## src/rtl/mbrf_defines.svh

```systemverilog
// constants for the mode-banked register file
// assumes inclusion by bare name from every design file that needs them
`ifndef MBRF_DEFINES_SVH
`define MBRF_DEFINES_SVH
// physical storage: 15 shared, 7 fast, 2 interrupt, 2 supervisor
`define MBRF_NPHYS 26
// architectural register numbers
`define MBRF_IDX_R8 4'h8
`define MBRF_IDX_R13 4'hD
`define MBRF_IDX_R14 4'hE
`define MBRF_IDX_R15 4'hF
// physical slots of banked registers
`define MBRF_FIQ_OFS 5'h07
`define MBRF_PH_IRQ13 5'h16
`define MBRF_PH_IRQ14 5'h17
`define MBRF_PH_SVC13 5'h18
`define MBRF_PH_SVC14 5'h19
// status byte layout: n z c v i f m1 m0
`define MBRF_ST_FLAGS 7:4
`define MBRF_ST_I 3
`define MBRF_ST_F 2
`define MBRF_ST_MODE 1:0
`define MBRF_ST_CTL 3:0
// combined word layout
`define MBRF_WD_STHI 31:26
`define MBRF_WD_PC 25:2
`define MBRF_WD_STLO 1:0
// reset and fill values
`define MBRF_PC_RST 24'h000000
`define MBRF_ST_ZERO 8'h00
// reset status: flags clear, both masks set, supervisor mode
`define MBRF_ST_RST 8'h0F
`define MBRF_WORD_ZERO 32'h00000000
`define MBRF_ALIGN_ZERO 2'h0
`define MBRF_BIT_SET 1'h1
`endif

```

## src/rtl/mbrf_pkg.sv

```systemverilog
// types shared by the mode-banked register file
// assumes nothing beyond a SystemVerilog compiler
package mbrf_pkg;
  // operating modes, held in the low two status bits
  typedef enum logic [1:0] {
    MBRF_USR = 2'b00,
    MBRF_FIQ = 2'b01,
    MBRF_IRQ = 2'b10,
    MBRF_SVC = 2'b11
  } mbrf_mode_e;
  // exception causes presented by the core
  typedef enum logic [2:0] {
    MBRF_EXC_FIQ = 3'b000,
    MBRF_EXC_IRQ = 3'b001,
    MBRF_EXC_SWI = 3'b010,
    MBRF_EXC_PABT = 3'b011,
    MBRF_EXC_DABT = 3'b100,
    MBRF_EXC_UND = 3'b101
  } mbrf_exc_e;
endpackage : mbrf_pkg

```

## src/rtl/mbrf_bank_sel.sv

```systemverilog
// maps a register number and mode onto a physical storage slot
// assumes index 15 is handled by the caller; it maps to slot 15, the fast-mode register 8 slot
`include "mbrf_defines.svh"
module mbrf_bank_sel (
  // mode and architectural number
  input wire mbrf_pkg::mbrf_mode_e i_mode,
  input wire logic [3:0] i_idx,
  // physical slot
  output logic [4:0] o_phys
);
  // register number widened to slot width
  wire logic [4:0] idx_w = {1'h0, i_idx};
  // fast mode banks 8..14
  wire logic fiq_hit = (i_mode == mbrf_pkg::MBRF_FIQ) &&
                       (i_idx >= `MBRF_IDX_R8) && (i_idx <= `MBRF_IDX_R14);
  // interrupt and supervisor modes bank 13 and 14
  wire logic r13 = (i_idx == `MBRF_IDX_R13);
  wire logic r14 = (i_idx == `MBRF_IDX_R14);
  wire logic irq_hit = (i_mode == mbrf_pkg::MBRF_IRQ) && (r13 || r14);
  wire logic svc_hit = (i_mode == mbrf_pkg::MBRF_SVC) && (r13 || r14);
  // slot choice; everything else stays shared
  assign o_phys = fiq_hit ? idx_w + `MBRF_FIQ_OFS :
                  irq_hit ? (r13 ? `MBRF_PH_IRQ13 : `MBRF_PH_IRQ14) :
                  svc_hit ? (r13 ? `MBRF_PH_SVC13 : `MBRF_PH_SVC14) :
                  idx_w;
endmodule // mbrf_bank_sel

```

## src/rtl/mbrf_regfile.sv

```systemverilog
// mode-banked register file with combined counter and status register
// assumes the core pipeline drives all requests synchronous to i_sys_clk
// and that reads are wanted one cycle after the index is presented
`include "mbrf_defines.svh"

// How it works
// - four modes; all but application privileged
// - aborts and undefined instructions enter supervisor
// - sixteen 32-bit registers visible, shared in application
// - interrupt and supervisor bank registers 13, 14
// - fast interrupt mode banks registers 8 to 14
// - register 15 is 24-bit counter plus status
// - fetch address is counter with two zeros
// - program counter always a word multiple
// - condition flags writable in every mode
// - masks and mode written only when privileged or on exception entry
// - branch-with-link copies counter and status to 14
// - exception entry saves register 15 into banked 14
// - status-write compare writes status, adopting new mode
// - register 15 as first operand hides status
// - mode field 2 interrupt, 0 application
// - application mode ignores mode field writes
// - application left only by exception entry: interrupt, trap, abort or undefined
module mbrf_regfile (
  // clock and reset
  input wire logic i_sys_clk,
  input wire logic i_rst_b,
  // operand reads, data one cycle later
  input wire logic [3:0] i_rd_a_idx,
  input wire logic [3:0] i_rd_b_idx,
  // general write port
  input wire logic i_wr_en,
  input wire logic [3:0] i_wr_idx,
  input wire logic [31:0] i_wr_data,
  // counter update from the pipeline
  input wire logic i_pc_wr,
  input wire logic [23:0] i_pc_data,
  // condition flag update
  input wire logic i_flags_wr,
  input wire logic [3:0] i_flags,
  // status-write compare result
  input wire logic i_stat_wr,
  input wire logic [31:0] i_stat_data,
  // branch-with-link
  input wire logic i_link_wr,
  input wire logic [23:0] i_link_pc,
  // exception request
  input wire logic i_exc_req,
  input wire mbrf_pkg::mbrf_exc_e i_exc_kind,
  input wire logic [23:0] i_exc_vec,
  // operand data
  output logic [31:0] o_rd_a_data,
  output logic [31:0] o_rd_b_data,
  // core state
  output logic [25:0] o_fetch_addr,
  output logic [7:0] o_status,
  output logic [1:0] o_mode,
  output logic o_exc_taken
);

  // packs counter and status into the combined word
  function automatic logic [31:0] pack_word(input logic [7:0] st,
                                            input logic [23:0] cnt);
    logic [31:0] w;
    w = `MBRF_WORD_ZERO;
    w[`MBRF_WD_STHI] = st[7:2];
    w[`MBRF_WD_PC] = cnt;
    w[`MBRF_WD_STLO] = st[`MBRF_ST_MODE];
    return w;
  endfunction

  // pulls the status byte out of a combined word
  function automatic logic [7:0] word_status(input logic [31:0] w);
    return {w[`MBRF_WD_STHI], w[`MBRF_WD_STLO]};
  endfunction

  // storage
  logic [31:0] regs [`MBRF_NPHYS]; // banked general registers
  logic [23:0] program_counter; // word counter
  logic [7:0] processor_status_bits; // flags, masks, mode

  // current mode decoded from the status byte
  wire mbrf_pkg::mbrf_mode_e mode =
    mbrf_pkg::mbrf_mode_e'(processor_status_bits[`MBRF_ST_MODE]);
  // every mode except application is privileged
  wire logic privileged = (mode != mbrf_pkg::MBRF_USR);

  // combined register value
  wire logic [31:0] combined_counter_status_register =
    pack_word(processor_status_bits, program_counter);

  // exception acceptance: masked interrupts are ignored
  wire logic irq_kind = (i_exc_kind == mbrf_pkg::MBRF_EXC_IRQ);
  wire logic fiq_kind = (i_exc_kind == mbrf_pkg::MBRF_EXC_FIQ);
  wire logic i_mask = processor_status_bits[`MBRF_ST_I];
  wire logic f_mask = processor_status_bits[`MBRF_ST_F];
  wire logic exc_go = i_exc_req && !(irq_kind && i_mask) &&
                      !(fiq_kind && f_mask);

  // target mode; aborts, undefined and traps go supervisor
  wire mbrf_pkg::mbrf_mode_e tgt_mode =
    fiq_kind ? mbrf_pkg::MBRF_FIQ :
    irq_kind ? mbrf_pkg::MBRF_IRQ :
    mbrf_pkg::MBRF_SVC;

  // physical slots for each access
  logic [4:0] ph_a; // first operand
  logic [4:0] ph_b; // second operand
  logic [4:0] ph_w; // write port
  logic [4:0] ph_l; // link in current mode
  logic [4:0] ph_x; // link in entered mode

  // operand a slot, current mode
  mbrf_bank_sel u_sel_a (
    .i_mode(mode),
    .i_idx(i_rd_a_idx),
    .o_phys(ph_a)
  );
  // operand b slot, current mode
  mbrf_bank_sel u_sel_b (
    .i_mode(mode),
    .i_idx(i_rd_b_idx),
    .o_phys(ph_b)
  );
  // write slot, current mode
  mbrf_bank_sel u_sel_w (
    .i_mode(mode),
    .i_idx(i_wr_idx),
    .o_phys(ph_w)
  );
  // link slot, current mode
  mbrf_bank_sel u_sel_l (
    .i_mode(mode),
    .i_idx(`MBRF_IDX_R14),
    .o_phys(ph_l)
  );
  // link slot of the mode being entered
  mbrf_bank_sel u_sel_x (
    .i_mode(tgt_mode),
    .i_idx(`MBRF_IDX_R14),
    .o_phys(ph_x)
  );

  // writes aimed at register 15 only move the counter
  wire logic wr_r15 = i_wr_en && (i_wr_idx == `MBRF_IDX_R15);
  wire logic wr_gen = i_wr_en && !wr_r15 && !exc_go;
  wire logic link_go = i_link_wr && !exc_go;

  // link value: return counter with present status
  wire logic [31:0] link_word =
    pack_word(processor_status_bits, i_link_pc);

  // status byte from a status-write compare
  wire logic [7:0] ws = word_status(i_stat_data);
  // user mode keeps masks and mode, flags always pass
  wire logic [7:0] stat_val = privileged ? ws :
    {ws[`MBRF_ST_FLAGS], processor_status_bits[`MBRF_ST_CTL]};

  // exception entry: set i, set f on fast interrupt, new mode
  wire logic [7:0] exc_st = {
    processor_status_bits[`MBRF_ST_FLAGS],
    `MBRF_BIT_SET,
    fiq_kind | f_mask,
    tgt_mode
  };

  // flag-only update keeps control bits
  wire logic [7:0] flag_st =
    {i_flags, processor_status_bits[`MBRF_ST_CTL]};

  // status priority: exception, status write, flags
  // only exceptions (interrupts, traps) can leave application mode
  wire logic [7:0] next_status =
    exc_go ? exc_st :
    i_stat_wr ? stat_val :
    i_flags_wr ? flag_st :
    processor_status_bits;

  // counter priority: exception vector, pipeline, write port
  wire logic [23:0] next_pc =
    exc_go ? i_exc_vec :
    i_pc_wr ? i_pc_data :
    wr_r15 ? i_wr_data[`MBRF_WD_PC] :
    program_counter;

  // operand a sees register 15 without status
  wire logic [31:0] next_rd_a = (i_rd_a_idx == `MBRF_IDX_R15) ?
    pack_word(`MBRF_ST_ZERO, program_counter) :
    regs[ph_a];
  // operand b sees the full combined word
  wire logic [31:0] next_rd_b = (i_rd_b_idx == `MBRF_IDX_R15) ?
    combined_counter_status_register :
    regs[ph_b];

  // register storage; link beats the general port on clash
  always_ff @(posedge i_sys_clk) begin
    if (!i_rst_b) begin
      for (int k = 0; k < `MBRF_NPHYS; k++) begin
        regs[k] <= `MBRF_WORD_ZERO;
      end
    end else if (exc_go) begin
      regs[ph_x] <= combined_counter_status_register;
    end else begin
      if (wr_gen) begin
        regs[ph_w] <= i_wr_data;
      end
      if (link_go) begin
        regs[ph_l] <= link_word;
      end
    end
  end

  // counter and status; reset lands in supervisor, masked
  always_ff @(posedge i_sys_clk) begin
    if (!i_rst_b) begin
      program_counter <= `MBRF_PC_RST;
      processor_status_bits <= `MBRF_ST_RST;
    end else begin
      program_counter <= next_pc;
      processor_status_bits <= next_status;
    end
  end

  // output flops
  always_ff @(posedge i_sys_clk) begin
    if (!i_rst_b) begin
      o_rd_a_data <= `MBRF_WORD_ZERO;
      o_rd_b_data <= `MBRF_WORD_ZERO;
      o_fetch_addr <= {`MBRF_PC_RST, `MBRF_ALIGN_ZERO};
      o_status <= `MBRF_ST_RST;
      o_mode <= mbrf_pkg::MBRF_SVC;
      o_exc_taken <= 1'h0;
    end else begin
      o_rd_a_data <= next_rd_a;
      o_rd_b_data <= next_rd_b;
      o_fetch_addr <= {next_pc, `MBRF_ALIGN_ZERO};
      o_status <= next_status;
      o_mode <= next_status[`MBRF_ST_MODE];
      o_exc_taken <= exc_go;
    end
  end
endmodule // mbrf_regfile

```

## config.mk

```make
export PLATFORM = sky130hd
export DESIGN_NAME = mbrf_regfile
export DESIGN_NICKNAME = d
export VERILOG_FILES = /design/src/rtl/mbrf_pkg.sv /design/src/rtl/mbrf_bank_sel.sv /design/src/rtl/mbrf_regfile.sv
export VERILOG_INCLUDE_DIRS = /design/src /design/src/rtl
export SDC_FILE = /design/constraint.sdc
export NUM_CORES = 2
export LEC_CHECK = 0
export BUFFER_PORTS_ARGS = -buffer_cell sky130_fd_sc_hd__buf_2
export CORE_ASPECT_RATIO = 1.1
export CORE_UTILIZATION = 50
export CTS_BUF_LIST = sky130_fd_sc_hd__clkbuf_4
export DETAILED_ROUTE_END_ITERATION = 16
export MAX_ROUTING_LAYER = met4
export PLACE_DENSITY_LB_ADDON = 0.12
export REMOVE_ABC_BUFFERS = 1
export SYNTH_ARGS = -nofsm -noshare
export SYNTH_HDL_FRONTEND = slang
export SYNTH_HIERARCHICAL = 1
export SYNTH_SLANG_ARGS = --single-unit
```

## constraint.sdc

```tcl
create_clock -name i_sys_clk -period 6.7 [get_ports i_sys_clk]
set_input_delay 1.005 -clock i_sys_clk [delete_from_list [all_inputs] [get_ports i_sys_clk]]
set_output_delay 1.005 -clock i_sys_clk [all_outputs]
set_load 0.02 [all_outputs]
```

; ---- Word level (Yosys, flattened, before mapping)
; Memories as Yosys holds them, arrays and structs flattened.
; Cells that the tools add are included.
[totals]
reg_bits = 99
ramBits = 832
in_bits = 163
output_inout_bits = 101
elab_cells = 132
memories = 1
[classes]
n_addsub = 3
n_lt_le_gt_ge = 6
eq_ne = 16
mux = 53
bitwise = 3
n_reduce_logical = 40
[mem_list]
columns = memory, depth, width, rd, rd_clocked_by_memory_dff, write_ports, line
row1 = regs, 26, 32, 2, 0, 26, mbrf_regfile.sv:78  ; logic [31:0] regs [`MBRF_NPHYS];
[op_table]
columns = op, n
row1 = 2-to-1 mux 32 bit, 4
row2 = OR reduction 32 bit, 3
row3 = 2-to-1 mux 5 bit, 18
row4 = 2-to-1 mux 24 bit, 3
row5 = "== test 4 bit, second input constant", 9
row6 = 2-to-1 mux 26 bit, 1
row7 = 2-to-1 mux 1 bit, 22
row8 = logical AND 1 bit, 20
row9 = 2-to-1 mux 8 bit, 2
row10 = "adder 4 x 3 -> 5 bit, second input constant", 3
row11 = "greater-or-equal comparator 4 bit, second input constant", 3
row12 = "less-or-equal comparator 4 bit, second input constant", 3
row13 = "== test 2 bit, second input constant", 4
row14 = nonzero test 2 bit, 4
row15 = AND reduction 2 bit, 3
row16 = "== test 2 x 1 -> 1 bit, second input constant", 2
row17 = zero test 1 bit, 4
row18 = 2-to-1 mux 4 bit, 1
row19 = OR reduction 2 bit, 2
row20 = "== test 3 x 1 -> 1 bit, second input constant", 1
row21 = zero test 3 bit, 1
row22 = logical OR 1 bit, 3
row23 = 2-to-1 mux 3 bit, 1
row24 = 2-to-1 mux 2 bit, 1
row25 = 2 further kinds, 3

; ---- Longest topological paths before layout
[logic_depth]
word_depth = 13
ltp_mapped = 15
ltp_nobuf = 12

; ---- Cells and area by module
; Netlist, hierarchy kept.
[modules_own_cells]
columns = module, n_inst, cells_each, area_per_inst_um2, seq_area_each_um2
row1 = mbrf_regfile, 1, 4514, 63678.6, 32691.4
row2 = mbrf_bank_sel at u_sel_a ..., 4, 26, 201.4, 0.0
row3 = mbrf_bank_sel at u_sel_x, 1, 27, 226.5, 0.0

; ---- Least setup slack after synthesis
; No wires, ideal clock.
[synth_path]
path_type = input-to-reg
from = input port i_exc_kind[2]
to = memory regs[29][0], enable pin
arrival_time_ns = 5.307
t_required_ns = 6.234
path_slack_ns = 0.927
path_stages = 7
path_cell_list = or3_1 > nand4b_4 > a31oi_1 > a21boi_1 > clkbuf_1 > o21ai_1 > o21ai_0
[synth_rtl]
columns = item, line
row1 = "start, declared", mbrf_regfile.sv:49  ; input wire mbrf_pkg::mbrf_exc_e i_exc_kind,
row2 = "end, declared", mbrf_regfile.sv:78

==> metrics.md <==
| Metric | Value |
|---|---|
| Status | `finished with violations` |
| Failing checks | `capacitance limit, slew limit` |
| Post-Synthesis Cells | `4,645` |
| Die W | `345 um` |
| Cts bufs inserted | `318` |
| Met1 WL | `95,300 um` |
| Max-Cap Viols | `1` |
| DRT Pass-1 Iters | `9` |
| Uppermost routed layer | `met4` |
| Starting Density | `50.4%` |
| IO buf count | `237` |
| Worst R2R Path Depth | `11` |
| Area of the multi-input gates | `30,500 um^2` |
| Hold WS | `0.0932 ns` |
| Crit share post-route | `80.3%` |
| Design Area, Final | `72,800 um^2` |
| PwrDens | `247 nW/um^2` |
| Grt total ovfl | `0` |
| CTS tree | `yes` |
| Clk sink count | `1,121` |
| Ys flop type | `edfxtp_1` |
| Pwr Total | `18.0 mW` |
| Hold_sp | `i_pc_data[3]` |
| First-pass GRT wire length | `390,000 um` |
| Mean post-synth cell area | `13.9 um^2` |
| Worst-Margin Slew | `1.61 ns` |
| Total Wirelength | `286,000 um` |
| Final core utilization | `56.7%` |
| WS Path Type | `register to register` |
| Min Clock Period, post-route | `5.38 ns` |
| WP data required | `7.94 ns` |
| Setup ws final | `1.32 ns` |
| Met3 routed WL | `42,700 um` |
| Final ANT Viol Nets | `0` |
| Core area | `128,000 um^2` |
| WHS Endpoint | `o_fetch_addr[5]$_SDFFE_PN0P_` |
| Placer Congestion | `0.967` |
| DPL Wire Length | `167,000 um` |
| Worst Hold Depth | `5` |
| Worst Setup End Kind | `register` |
| Syn. warnings | `6` |
| Vias | `52.5k` |
| Setup TNS | `0 ns` |
| Clk slew on worst S/H paths | `0.06 ns` |
| Die ar. | `131,000 um^2` |
| Async S/R FF share, synth | `0%` |
| Setup slack at placement | `1.42 ns` |
| Clock skew | `0.119 ns` |
| Setup-failing EPs final | `0` |
| Largest net degree at the start of global routing | `97` |
| Initial antenna violation count | `5` |
| Gr usage total | `44.6%` |
| Static Leak | `25.7 nW` |
| Worst skew pair latency | `1.36 ns` |
| Vias in the first global route | `50.9k` |
| CTS H-tree lvls | `5` |
| RSZ-0062 raised after global routing | `no` |
| Reg2reg end | `o_rd_a_data[14]$_SDFF_PN0_` |
| Flops & latches, synth | `1,121` |
| Synthesized area | `64,700 um^2` |
| Io pins | `264` |
| CP Launch Point | `o_mode[1]$_SDFFE_PN1P_` |
| CP Launch Type | `register` |
| Vias per cell | `7.69` |
| VDD IR max | `169 uV` |
| Post-CTS setup buffer count | `0` |
| Worst hold path type | `input pin to register` |
| Max Transition Viols Final | `5` |
| Synth area leaders | `edfxtp_1, mux4_2, a22o_1` |
| Synth-to-Final Area Change | `12.5%` |
| Filler instances | `10.6k` |
| Placement row count | `138` |
| Placed cell area | `68,600 um^2` |
| Worst-path maximum fanout | `41` |
| Root Driver | `clkbuf_4` |
| Die height | `379 um` |
| Wire length per cell | `41.9 um` |
| Synth unique cells | `73` |
| FF/Latch Area | `32,700 um^2` |
| Max_slew headroom | `-7.63%` |
| Nets | `5,094` |
| Post-synth top area share | `47.5%` |
| Synth area leader | `edfxtp_1` |
| Peak Freq | `186 MHz` |
| Reg2reg setup slack | `1.32 ns` |
| Initial detailed-routing violation count | `8,838` |
| Hold Violations, Final | `0` |
| RR Startpoint | `o_mode[1]$_SDFFE_PN1P_` |
| DR WL met2 | `124,000 um` |
| DRC | `0` |
| Worst Path Arrival | `6.62 ns` |
| Fraction of layout cells with a size suffix above 1 | `34.0%` |
| Post-synthesis sequential area ratio | `50.5%` |
| Number of enable flip-flop cells after synthesis | `1,024` |
| CTS Buffer Depth | `4` |
| Post-route insts no fill | `6,827` |
| DP Cell Count | `6,245` |
[worst max-delay path: stages, from the launching register on]
cell	delay, ns
dfxtp_2	0.43
buf_4	0.47
and3_4	0.33
o21ai_2	0.11
o21ai_4	0.08
buf_4	0.47
buf_4	0.53
or3_1	1.00
buf_4	0.42
o22ai_1	0.15
nor4_1	1.08
a22o_1	0.28
[cell families after synthesis]
group	after synthesis	synth area share, %
fa+ha+maj	15	0.290
buf+inv	614	4.06
other cells	2	0.0116
compound gates	1374	16.8
flops	1121	50.5
mux	803	22.8
simple gates	716	5.48
[synthesized netlist by cell type (15+ instances only)]
| master | count |
|---|---|
| edfxtp_1 | 1024 |
| a22o_1 | 779 |
| mux4_2 | 521 |
| clkbuf_1 | 374 |
| nor2_1 | 336 |
| mux2i_1 | 142 |
| nand2_1 | 136 |
| a21oi_1 | 134 |
| mux2_2 | 124 |
| buf_2 | 114 |
| dfxtp_1 | 97 |
| o221ai_1 | 83 |
| o21ai_0 | 73 |
| nor2b_1 | 63 |
| a22oi_1 | 62 |
| o22ai_1 | 59 |
| inv_1 | 48 |
| buf_1 | 43 |
| a211oi_1 | 40 |
| nor3_1 | 36 |
| o211ai_1 | 36 |
| or3_1 | 28 |
| o31ai_1 | 25 |
| nor4_1 | 23 |
| buf_4 | 20 |
| a32o_1 | 17 |
| o21ai_1 | 17 |
| ha_1 | 15 |
[layout make-up]
class,count,share of cell area [%]
Antenna cell,10,0.0344
Clock buffer,477,4.92
Clock inverter,64,0.406
Multi-Input combinational cell,2951,41.9
Inverter,49,0.253
Timing Repair Buffer,475,4.66
Sequential cell,1121,44.9
Tap cell,1680,2.89
[timing repair]
action / 4_1_cts / 5_1_grt
endpoints found under the hold margin: 28 / 0
hold buffers: 31 / 0
resized for setup: 0 / 0
[worst max path at each step]
stage                            endpoint  slack, ns  depth (start not counted)
2_1_floorplan  o_rd_b_data[16]$_SDFF_PN0_     -22.12                          6
3_3_place_gp       regs[16][11]$_DFFE_PP_       1.47                         10
3_5_place_dp        regs[4][16]$_DFFE_PP_       1.42                         10
4_1_cts            regs[16][30]$_DFFE_PP_       2.03                          8
5_1_grt        o_rd_a_data[14]$_SDFF_PN0_       1.50                         11
6_report       o_rd_a_data[14]$_SDFF_PN0_       1.32                         11
[per-layer routing]
layer  track usage [%]  up-vias
met5                 -        -
li1                  -    19958
met3              15.6     1327
met1              52.3    26144
met2              64.2     5068
met4              32.0        0
[flip-flops by register name (all words and copies together), names as in the netlist]
name          count
regs           1024
o_rd_a_data      32
o_rd_b_data      32
o_fetch_addr     24
o_status          6
o_mode            2
o_exc_taken       1
[cells in the final DEF, fill, tap and decap left out, types with 14 or more instances in the layout]
cell type / netlist / layout
o211ai_1: 36 / 36
clkbuf_4: 0 / 477
or3_1: 28 / 28
o22ai_1: 59 / 57
inv_1: 48 / 48
a22oi_1: 62 / 62
mux4_2: 521 / 521
buf_4: 20 / 181
o221ai_4: 0 / 25
buf_12: 0 / 27
o31ai_1: 25 / 24
a32o_1: 17 / 17
clkinv_1: 1 / 55
o221ai_1: 83 / 58
ha_1: 15 / 15
nor3_1: 36 / 36
a211oi_1: 40 / 40
edfxtp_1: 1024 / 1024
mux2i_1: 142 / 142
buf_2: 114 / 236
o21ai_1: 17 / 14
nor4_1: 23 / 23
nor2_4: 11 / 48
mux2_2: 124 / 124
dlygate4sd3_1: 0 / 31
conb_1: 2 / 43
a22o_1: 779 / 779
nand2_1: 136 / 130
nor2b_1: 63 / 63
dfxtp_1: 97 / 95
o21ai_0: 73 / 68
nor2_1: 336 / 306
a21oi_1: 134 / 133
[power by group]
part           internal (mW)  switching, mW  leakage (nW)
Sequential              7.98          0.177          11.1
Combinational           1.26           2.20          12.2
Clock                   3.30           3.11          2.34
Total                   12.5           5.48          25.7
No activity file was read; power rests on OpenSTA's default activity.
